## src/hdl/adr_defs.svh

```systemverilog
// constants of the asynchronous dma request channel
`ifndef ADR_DEFS_SVH
`define ADR_DEFS_SVH

// ----------------------------------------------------------------
// request source codes
// ----------------------------------------------------------------
`define ADR_SRC_W 3
`define ADR_SRC_SERIAL_TX 3'h0
`define ADR_SRC_SERIAL_RX 3'h1
`define ADR_SRC_TIMER_CHAN 3'h2
`define ADR_SRC_TIMER_OVF 3'h3
`define ADR_SRC_CONVERTER 3'h4
`define ADR_SRC_COMPARATOR 3'h5
`define ADR_SRC_PIN_BANK_ONE 3'h6
`define ADR_SRC_PIN_BANK_FOUR 3'h7

// ----------------------------------------------------------------
// timer channels and the subset that can request without a clock
// ----------------------------------------------------------------
`define ADR_TIMER_CH_N 6
`define ADR_TIMER_SEL_W 3
`define ADR_TIMER_ASYNC_MASK 6'h03

// ----------------------------------------------------------------
// one-hot state codes and reset values
// ----------------------------------------------------------------
`define ADR_ST_IDLE 4'h1
`define ADR_ST_WAKE 4'h2
`define ADR_ST_XFER 4'h4
`define ADR_ST_RELEASE 4'h8
`define ADR_RST_BIT 1'b0
`define ADR_RST_LP_OK 1'b1

`endif

```

## src/hdl/adr_pkg.sv

```systemverilog
// types of the asynchronous dma request channel
`include "adr_defs.svh"

package adr_pkg;

    typedef enum logic [3:0] {
        ST_IDLE = `ADR_ST_IDLE,
        ST_WAKE = `ADR_ST_WAKE,
        ST_XFER = `ADR_ST_XFER,
        ST_RELEASE = `ADR_ST_RELEASE
    } chan_state_e;

    // settings of the channel control word; this block acts on all but periodic_gate_select
    typedef struct packed {
        logic chan_enable;
        logic async_request_enable;
        logic cycle_steal;
        logic periodic_gate_select;
        logic [`ADR_SRC_W-1:0] source_select;
        logic [`ADR_TIMER_SEL_W-1:0] timer_chan_select;
    } channel_control_word_s;

    // request inputs of the peripherals
    typedef struct packed {
        logic serial_tx;
        logic serial_rx;
        logic [`ADR_TIMER_CH_N-1:0] timer_chan;
        logic timer_ovf;
        logic conv_complete;
        logic conv_dma_enable;
        logic comparator;
        logic pin_bank_one;
        logic pin_bank_four;
    } periph_req_s;

endpackage

```

## src/hdl/adr_request_select.sv

```systemverilog
// source multiplexer: selected request level and whether it may arrive clockless
`timescale 1ns/1ns
`default_nettype none
`include "adr_defs.svh"

module adr_request_select
(
    // settings
    input wire adr_pkg::channel_control_word_s cfg,
    // peripherals
    input wire adr_pkg::periph_req_s req,
    // result
    output logic req_level,
    output logic async_capable
);

    logic timer_lvl;
    logic timer_async;
    logic [`ADR_TIMER_CH_N-1:0] async_mask;

    assign timer_lvl = req.timer_chan[cfg.timer_chan_select];
    // only some timer channels reach the wake logic, the rest are clocked only
    assign async_mask = `ADR_TIMER_ASYNC_MASK;
    assign timer_async = async_mask[cfg.timer_chan_select]; // see RULE_06

    always_comb
    begin
        req_level = `ADR_RST_BIT;
        async_capable = 1'b1; // see RULE_05
        case (cfg.source_select)
            `ADR_SRC_SERIAL_TX: req_level = req.serial_tx;
            `ADR_SRC_SERIAL_RX: req_level = req.serial_rx;
            `ADR_SRC_TIMER_CHAN:
            begin
                req_level = timer_lvl;
                async_capable = timer_async; // see RULE_06
            end
            `ADR_SRC_TIMER_OVF: req_level = req.timer_ovf;
            `ADR_SRC_CONVERTER: req_level = req.conv_complete & req.conv_dma_enable; // see RULE_12
            `ADR_SRC_COMPARATOR: req_level = req.comparator;
            `ADR_SRC_PIN_BANK_ONE: req_level = req.pin_bank_one;
            `ADR_SRC_PIN_BANK_FOUR: req_level = req.pin_bank_four;
            default: req_level = `ADR_RST_BIT;
        endcase
    end

endmodule
`default_nettype wire

```

## src/hdl/async_dma_request_channel.sv

```systemverilog
// dma channel request front end with clockless request acceptance and wake
`timescale 1ns/1ns
`default_nettype none
`include "adr_defs.svh"

// Summary of operation
// RULE_01 - async requests accepted only when enable set
// RULE_02 - other settings behave same as synchronous
// RULE_03 - software avoids timer gating in deep sleep
// RULE_04 - cycle-steal: one transfer per trigger
// RULE_05 - eight listed sources may request asynchronously
// RULE_06 - only some timer channels request asynchronously
// RULE_07 - software enables a sleep-surviving peripheral clock
// RULE_08 - disable channel, then peripheral, before reconfiguring
// RULE_09 - peripheral configured as for interrupt use
// RULE_10 - peripheral dma enable, peripheral, then channel
// RULE_11 - enter low power after channel and peripheral
// RULE_12 - converter requests on each completed conversion
// RULE_13 - gated request restores clock, transfers, releases
module async_dma_request_channel
(
    // clock and reset
    input wire logic CLK_SYS,
    input wire logic RESET_N,
    // channel settings
    input wire adr_pkg::channel_control_word_s CFG,
    // peripheral requests
    input wire adr_pkg::periph_req_s PERIPH_REQ,
    // power manager
    input wire logic CLOCK_GATED,
    input wire logic CLOCK_RUNNING,
    output logic CLOCK_WAKE_REQ,
    output logic LOW_POWER_OK,
    // transfer engine
    output logic XFER_REQ,
    input wire logic XFER_DONE,
    // status
    output logic REQ_PENDING,
    output logic CHANNEL_BUSY
);

    // ----------------------------------------------------------------
    // request selection and acceptance
    // ----------------------------------------------------------------
    logic req_level;
    logic async_capable;
    logic accept;
    logic req_seen_ff;
    logic trig;
    logic pend_set;
    logic pend_clr;
    logic pending_ff;
    adr_pkg::chan_state_e state_ff;
    adr_pkg::chan_state_e nxt_state;
    logic xfer_ff;
    logic wake_ff;
    logic lp_ok_ff;
    logic busy_ff;

    adr_request_select u_select
    (
        .cfg(CFG),
        .req(PERIPH_REQ),
        .req_level(req_level),
        .async_capable(async_capable)
    );

    // periodic gating is not modelled here; software keeps it off in deep sleep
    // while the clock is running the enable bit plays no part
    assign accept = CFG.chan_enable &
                    (!CLOCK_GATED | (CFG.async_request_enable & async_capable)); // see RULE_01
    assign trig = accept & req_level & !req_seen_ff;
    // same mode choice in both operations: edge for cycle-steal, level otherwise
    assign pend_set = CFG.cycle_steal ? trig : (accept & req_level); // see RULE_02
    assign pend_clr = (state_ff == adr_pkg::ST_XFER) & XFER_DONE;

    always_ff @(posedge CLK_SYS or negedge RESET_N)
    begin
        if (!RESET_N)
            req_seen_ff <= `ADR_RST_BIT;
        else
            req_seen_ff <= req_level;
    end

    // a trigger landing with the completion is kept; one landing earlier in the transfer is merged and lost
    always_ff @(posedge CLK_SYS or negedge RESET_N)
    begin
        if (!RESET_N)
            pending_ff <= `ADR_RST_BIT;
        else
            pending_ff <= pend_set | (pending_ff & !pend_clr); // see RULE_04
    end

    // ----------------------------------------------------------------
    // channel sequence
    // ----------------------------------------------------------------
    always_comb
    begin
        nxt_state = state_ff;
        case (state_ff)
            adr_pkg::ST_IDLE:
                if (pending_ff)
                    nxt_state = CLOCK_GATED ? adr_pkg::ST_WAKE : adr_pkg::ST_XFER; // see RULE_13
            adr_pkg::ST_WAKE:
                if (CLOCK_RUNNING)
                    nxt_state = adr_pkg::ST_XFER;
            adr_pkg::ST_XFER:
                if (XFER_DONE)
                    nxt_state = wake_ff ? adr_pkg::ST_RELEASE : adr_pkg::ST_IDLE; // see RULE_04
            adr_pkg::ST_RELEASE:
                nxt_state = adr_pkg::ST_IDLE;
            default:
                nxt_state = adr_pkg::ST_IDLE;
        endcase
    end

    always_ff @(posedge CLK_SYS or negedge RESET_N)
    begin
        if (!RESET_N)
            state_ff <= adr_pkg::ST_IDLE;
        else
            state_ff <= nxt_state;
    end

    always_ff @(posedge CLK_SYS or negedge RESET_N)
    begin
        if (!RESET_N)
            xfer_ff <= `ADR_RST_BIT;
        else
            xfer_ff <= (nxt_state == adr_pkg::ST_XFER);
    end

    // wake stays up from the request until the single transfer has ended
    always_ff @(posedge CLK_SYS or negedge RESET_N)
    begin
        if (!RESET_N)
            wake_ff <= `ADR_RST_BIT;
        else if (state_ff == adr_pkg::ST_IDLE && pending_ff && CLOCK_GATED)
            wake_ff <= 1'b1; // see RULE_13
        else if (state_ff == adr_pkg::ST_RELEASE)
            wake_ff <= `ADR_RST_BIT; // see RULE_13
    end

    always_ff @(posedge CLK_SYS or negedge RESET_N)
    begin
        if (!RESET_N)
            busy_ff <= `ADR_RST_BIT;
        else
            busy_ff <= (nxt_state != adr_pkg::ST_IDLE);
    end

    always_ff @(posedge CLK_SYS or negedge RESET_N)
    begin
        if (!RESET_N)
            lp_ok_ff <= `ADR_RST_LP_OK;
        else
            lp_ok_ff <= (nxt_state == adr_pkg::ST_IDLE) & !pend_set; // see RULE_13
    end

    assign XFER_REQ = xfer_ff;
    assign CLOCK_WAKE_REQ = wake_ff;
    assign LOW_POWER_OK = lp_ok_ff;
    assign REQ_PENDING = pending_ff;
    assign CHANNEL_BUSY = busy_ff;

    // own copy of the mask, so the check does not lean on the selector's decode
    logic [`ADR_TIMER_CH_N-1:0] timer_async_mask;
    assign timer_async_mask = `ADR_TIMER_ASYNC_MASK;
endmodule
`default_nettype wire

```

## config.mk

```make
export PLATFORM = sky130hd
export DESIGN_NAME = async_dma_request_channel
export DESIGN_NICKNAME = d
export VERILOG_FILES = /design/src/hdl/adr_pkg.sv /design/src/hdl/adr_request_select.sv /design/src/hdl/async_dma_request_channel.sv
export VERILOG_INCLUDE_DIRS = /design/src /design/src/hdl
export SDC_FILE = /design/constraint.sdc
export NUM_CORES = 1
export LEC_CHECK = 0
export BUFFER_PORTS_ARGS = -buffer_cell sky130_fd_sc_hd__buf_2
export CAP_MARGIN = 10
export CORE_MARGIN = 4
export CORE_UTILIZATION = 40
export DETAILED_ROUTE_END_ITERATION = 16
export PLACE_DENSITY = 0.73
export SLEW_MARGIN = 20
export SYNTH_ARGS = -nofsm -noshare
export SYNTH_HDL_FRONTEND = slang
export SYNTH_SLANG_ARGS = --single-unit
```

## constraint.sdc

```tcl
create_clock -name CLK_SYS -period 1.6 [get_ports CLK_SYS]
set_clock_uncertainty 0.2 [all_clocks]
set_input_delay 0.16 -clock CLK_SYS [delete_from_list [all_inputs] [get_ports CLK_SYS]]
set_output_delay 0.16 -clock CLK_SYS [all_outputs]
set_load 0.01 [all_outputs]
```

==> flow_summary.html <==
<table>
<tr><th>Metric</th><th>Value</th></tr>
<tr><th colspan="2">Outcome</th></tr>
<tr><td>Run status</td><td>completed</td></tr>
<tr><th colspan="2">Route</th></tr>
<tr><td>First-pass DRT Iterations</td><td>4</td></tr>
<tr><td>Remaining routing DRC violations</td><td>0</td></tr>
<tr><td>Final routed wirelength across all metal layers</td><td>between 1000 and 1500 um</td></tr>
<tr><td>DRT iter0 DRCs</td><td>6</td></tr>
<tr><td>Antenna Nets Post-Route</td><td>0</td></tr>
<tr><td>Mean number of vias per cell</td><td>between 5 and 6</td></tr>
<tr><td>Routed wire per std cell</td><td>around 12 um</td></tr>
<tr><td>Vias</td><td>between 600 and 700</td></tr>
<tr><th colspan="2">GRT</th></tr>
<tr><td>Maximum number of pins on one net before global-route repair</td><td>11</td></tr>
<tr><td>Vias in the first global route</td><td>~600</td></tr>
<tr><td>Wire length of the first global-routing pass</td><td>2260 um</td></tr>
<tr><td>Global-route usage over all layers</td><td>between 10 and 15%</td></tr>
<tr><td>Congestion Overflow GR</td><td>0</td></tr>
<tr><td>Antenna violations before repair</td><td>0</td></tr>
<tr><th colspan="2">Clock network</th></tr>
<tr><td>Clock latency on the worst-skew pair</td><td>roughly 260 ps</td></tr>
<tr><td>Maximum buffer depth of the clock tree</td><td>2</td></tr>
<tr><td>Number of clock sinks</td><td>10</td></tr>
<tr><td>Number of buffers inserted for hold repair after clock tree synthesis</td><td>4</td></tr>
<tr><td>CTS tree</td><td>built</td></tr>
<tr><td>H-tree levels</td><td>1</td></tr>
<tr><td>Post-CTS Resized</td><td>0</td></tr>
<tr><td>Inserted Clock Buffers</td><td>3</td></tr>
<tr><td>CTS root buffer</td><td>clkbuf_4</td></tr>
<tr><td>Register clock-pin slew on the reported worst setup and hold paths</td><td>around 60 ps</td></tr>
<tr><td>Post-CTS setup buffer count</td><td>0</td></tr>
<tr><th colspan="2">Worst setup path</th></tr>
<tr><td>Critical Path Source</td><td>state_ff[1]</td></tr>
<tr><td>Data arrival time of the critical path</td><td>1410 ps</td></tr>
<tr><td>Depth of the worst register-to-register path</td><td>4</td></tr>
<tr><td>Capture point of the worst reg-to-reg path</td><td>LOW_POWER_OK</td></tr>
<tr><td>Required time at the worst-slack endpoint</td><td>approximately 1600 ps</td></tr>
<tr><td>Largest fanout on the critical path</td><td>7</td></tr>
<tr><td>Critical Path Start Type</td><td>register</td></tr>
<tr><td>Setup CP Type</td><td>register to register</td></tr>
<tr><td>Crit end category</td><td>register</td></tr>
<tr><td>CP endpoint</td><td>LOW_POWER_OK</td></tr>
<tr><td>Launch point of the worst reg-to-reg path</td><td>state_ff[1]</td></tr>
<tr><td>Slack of the worst reg-to-reg path</td><td>about 170 ps</td></tr>
<tr><th colspan="2">Synthesis</th></tr>
<tr><td>Top post-synthesis cells by area</td><td>dfrtp_1 33%, dfstp_2 8.6%, mux2i_1 6.6%</td></tr>
<tr><td>EDFF count, synth</td><td>0</td></tr>
<tr><td>Top cell type by total area after synthesis</td><td>dfrtp_1</td></tr>
<tr><td>Multiplexer area fraction after synthesis</td><td>under 10%</td></tr>
<tr><td>Count of different cell masters after synthesis</td><td>30</td></tr>
<tr><td>Post-synthesis sequential element count</td><td>10</td></tr>
<tr><td>YS warnings</td><td>0</td></tr>
<tr><td>Dominant synthesized flop cell</td><td>dfrtp_1</td></tr>
<tr><td>Sequential share of the synthesized area</td><td>between 40% and 50%</td></tr>
<tr><td>Post-synthesis net count</td><td>93</td></tr>
<tr><td>Count of mapped cells out of synthesis</td><td>64</td></tr>
<tr><td>Synthesized-area fraction occupied by xor and xnor cells</td><td>0%</td></tr>
<tr><td>Fraction of post-synthesis cell area in the top cell type by area</td><td>between 30% and 40%</td></tr>
<tr><td>Adder-Cell Fraction of Synth Area</td><td>0%</td></tr>
<tr><td>Post-synth ARST share</td><td>between 90% and 100%</td></tr>
<tr><td>Cell area after synthesis</td><td>between 600 and 700 um2</td></tr>
<tr><td>Complex-gate fraction of the synthesized area</td><td>18.4%</td></tr>
<tr><td>Combinational family with the most area after synthesis</td><td>simple AND/OR/NAND/NOR gates</td></tr>
<tr><td>Syn avg cell area</td><td>about 9.5 um2</td></tr>
<tr><td>Simple-gate share of the synthesized area</td><td>29.3%</td></tr>
<tr><th colspan="2">STA</th></tr>
<tr><td>Actual slew at the worst max-slew pin</td><td>between 300 and 400 ps</td></tr>
<tr><td>Summed negative setup slack over all endpoints</td><td>0 ps</td></tr>
<tr><td>Fin. max-slew vios</td><td>0</td></tr>
<tr><td>Peak clock frequency supported by timing</td><td>between 600 and 700 MHz</td></tr>
<tr><td>Part of the cycle the worst path needs</td><td>between 80% and 90%</td></tr>
<tr><td>Worst slew margin relative to its limit</td><td>a little under 80%</td></tr>
<tr><td>Final worst path period need</td><td>approximately 1400 ps</td></tr>
<tr><td>RSZ-0062 raised after global routing</td><td>false</td></tr>
<tr><td>Total count of hold-check failures in the final report</td><td>0</td></tr>
<tr><td>WHS</td><td>around 8 ps</td></tr>
<tr><td># setup viols final</td><td>0</td></tr>
<tr><th colspan="2">Floorplan</th></tr>
<tr><td>Row count</td><td>13</td></tr>
<tr><td># IOs</td><td>34</td></tr>
<tr><td>Horizontal extent of the die</td><td>~47 um</td></tr>
<tr><td>Total die area</td><td>between 2000 and 2500 um2</td></tr>
<tr><td>Core Box Area</td><td>around 1400 um2</td></tr>
<tr><td>Overall die height</td><td>between 40 and 50 um</td></tr>
<tr><td>Initial cell density of the core</td><td>roughly 45%</td></tr>
<tr><th colspan="2">Layout</th></tr>
<tr><td>Total number of nets in the final design</td><td>135</td></tr>
<tr><td>Final non-filler cell area</td><td>873 um2</td></tr>
<tr><td>Final standard cell utilization of the core</td><td>63.9%</td></tr>
<tr><td>Signed area change from the synthesized netlist to the final layout</td><td>43.0%</td></tr>
<tr><td>Number of inserted diodes</td><td>0</td></tr>
<tr><td>Share of layout cells above drive strength 1</td><td>around 41%</td></tr>
<tr><th colspan="2">Run</th></tr>
<tr><td>Number of max-capacitance violations reported</td><td>0</td></tr>
<tr><th colspan="2">Place</th></tr>
<tr><td>Detail Placement HPWL</td><td>between 1000 and 1500 um</td></tr>
<tr><td>Final weighted congestion in routability-driven placement</td><td>0.804</td></tr>
<tr><td>I/O Buffers</td><td>32</td></tr>
<tr><td>Placement-stage cell area</td><td>797 um2</td></tr>
<tr><th colspan="2">Hold path</th></tr>
<tr><td>Hold/Removal Path Class</td><td>input pin to register</td></tr>
<tr><th colspan="2">Power</th></tr>
<tr><td>Max VDD drop</td><td>0.432 mV</td></tr>
<tr><td>Total power divided by cell area</td><td>~1200 nW/um2</td></tr>
<tr><td>Leak</td><td>0.000435 uW</td></tr>
</table>
==> critical path: stages (launching register included) <==
cell and delay, ps:
dfrtp_1 440, nor3b_1 250, o21ai_0 130, a21oi_1 260, a21oi_1 80
==> state kept, by name (all words and copies together) (netlist names) <==
register,cells
XFER_REQ,1
state_ff,4
LOW_POWER_OK,1
req_seen_ff,1
REQ_PENDING,1
CLOCK_WAKE_REQ,1
CHANNEL_BUSY,1
==> synth_stat cells, types with 2 or more instances <==
master	n
nand3b_1	3
dfrtp_1	8
a21oi_1	4
nand3_1	3
inv_1	3
nand2_1	7
nor2_1	4
mux2i_1	4
nand2b_1	5
o21ai_0	2
dfstp_2	2
==> power by group <==
part | switching (uW) | total (uW) | leakage, uW | internal (uW)
clock network | 80.9 | 219 | 0.0000210 | 138
logic | 193 | 402 | 0.000297 | 209
registers | 86.6 | 452 | 0.000117 | 365
total | 360 | 1070 | 0.000435 | 712
==> metal layers <==
| metal | GRT usage [%] | part of all wire (%) | up-vias |
|---|---|---|---|
| li1 | - | - | 320 |
| met5 | 0 | 0 | - |
| met3 | 1.15 | 7.4 | 2 |
| met2 | 26.8 | 51 | 23 |
| met1 | 15.3 | 40 | 277 |
| met4 | 8.29 | 1.4 | 0 |
==> cell families after synthesis <==
| family | count (synthesis) |
|---|---|
| and+or+nand+nor | 31 |
| AOI/OAI and AO/OA | 15 |
| DFF | 10 |
| muxes | 5 |
| buffers and inverters | 3 |
==> worst min-delay path by stage <==
| stage | startpoint | depth (start not counted) | end |
|---|---|---|---|
| 6_report | CFG[5] | 4 | LOW_POWER_OK |
| 5_1_grt | CFG[5] | 4 | LOW_POWER_OK |
| 4_1_cts | CFG[5] | 4 | LOW_POWER_OK |
| 3_5_place_dp | RESET_N | 1 | CLOCK_WAKE_REQ |
| 3_3_place_gp | RESET_N | 1 | state_ff[1] |
| 2_1_floorplan | RESET_N | 0 | CHANNEL_BUSY |
==> cell usage in the layout (no fill, tap or decap), drive strengths merged, types with 2 or more instances in the layout <==
| cell | count |
|---|---|
| nand2 | 7 |
| dlygate4sd3 | 4 |
| o21ai | 3 |
| nand2b | 5 |
| a21oi | 4 |
| mux2i | 4 |
| nor3 | 2 |
| nor2 | 4 |
| buf | 33 |
| clkbuf | 4 |
| nand3 | 3 |
| dfrtp | 8 |
| nand3b | 3 |
| dfstp | 2 |
| inv | 3 |
==> area by class of cell <==
class	instances	area, um2
Clock buffer	4	36.3
Timing Repair Buffer	37	208
Tap cell	15	18.8
Fill cell	141	493
Multi-Input combinational cell	51	347
Inverter	3	11.3
Sequential cell	10	253
==> stage by stage <==
step	worst slack (ps)	cells	total power [uW]
2_1_floorplan	288	64	702
3_3_place_gp	125	112	843
3_5_place_dp	114	112	859
4_1_cts	124	120	1090
5_1_grt	18.8	120	1160
6_report	169	120	1070
Note: power is estimated with default switching activity, not from simulation.
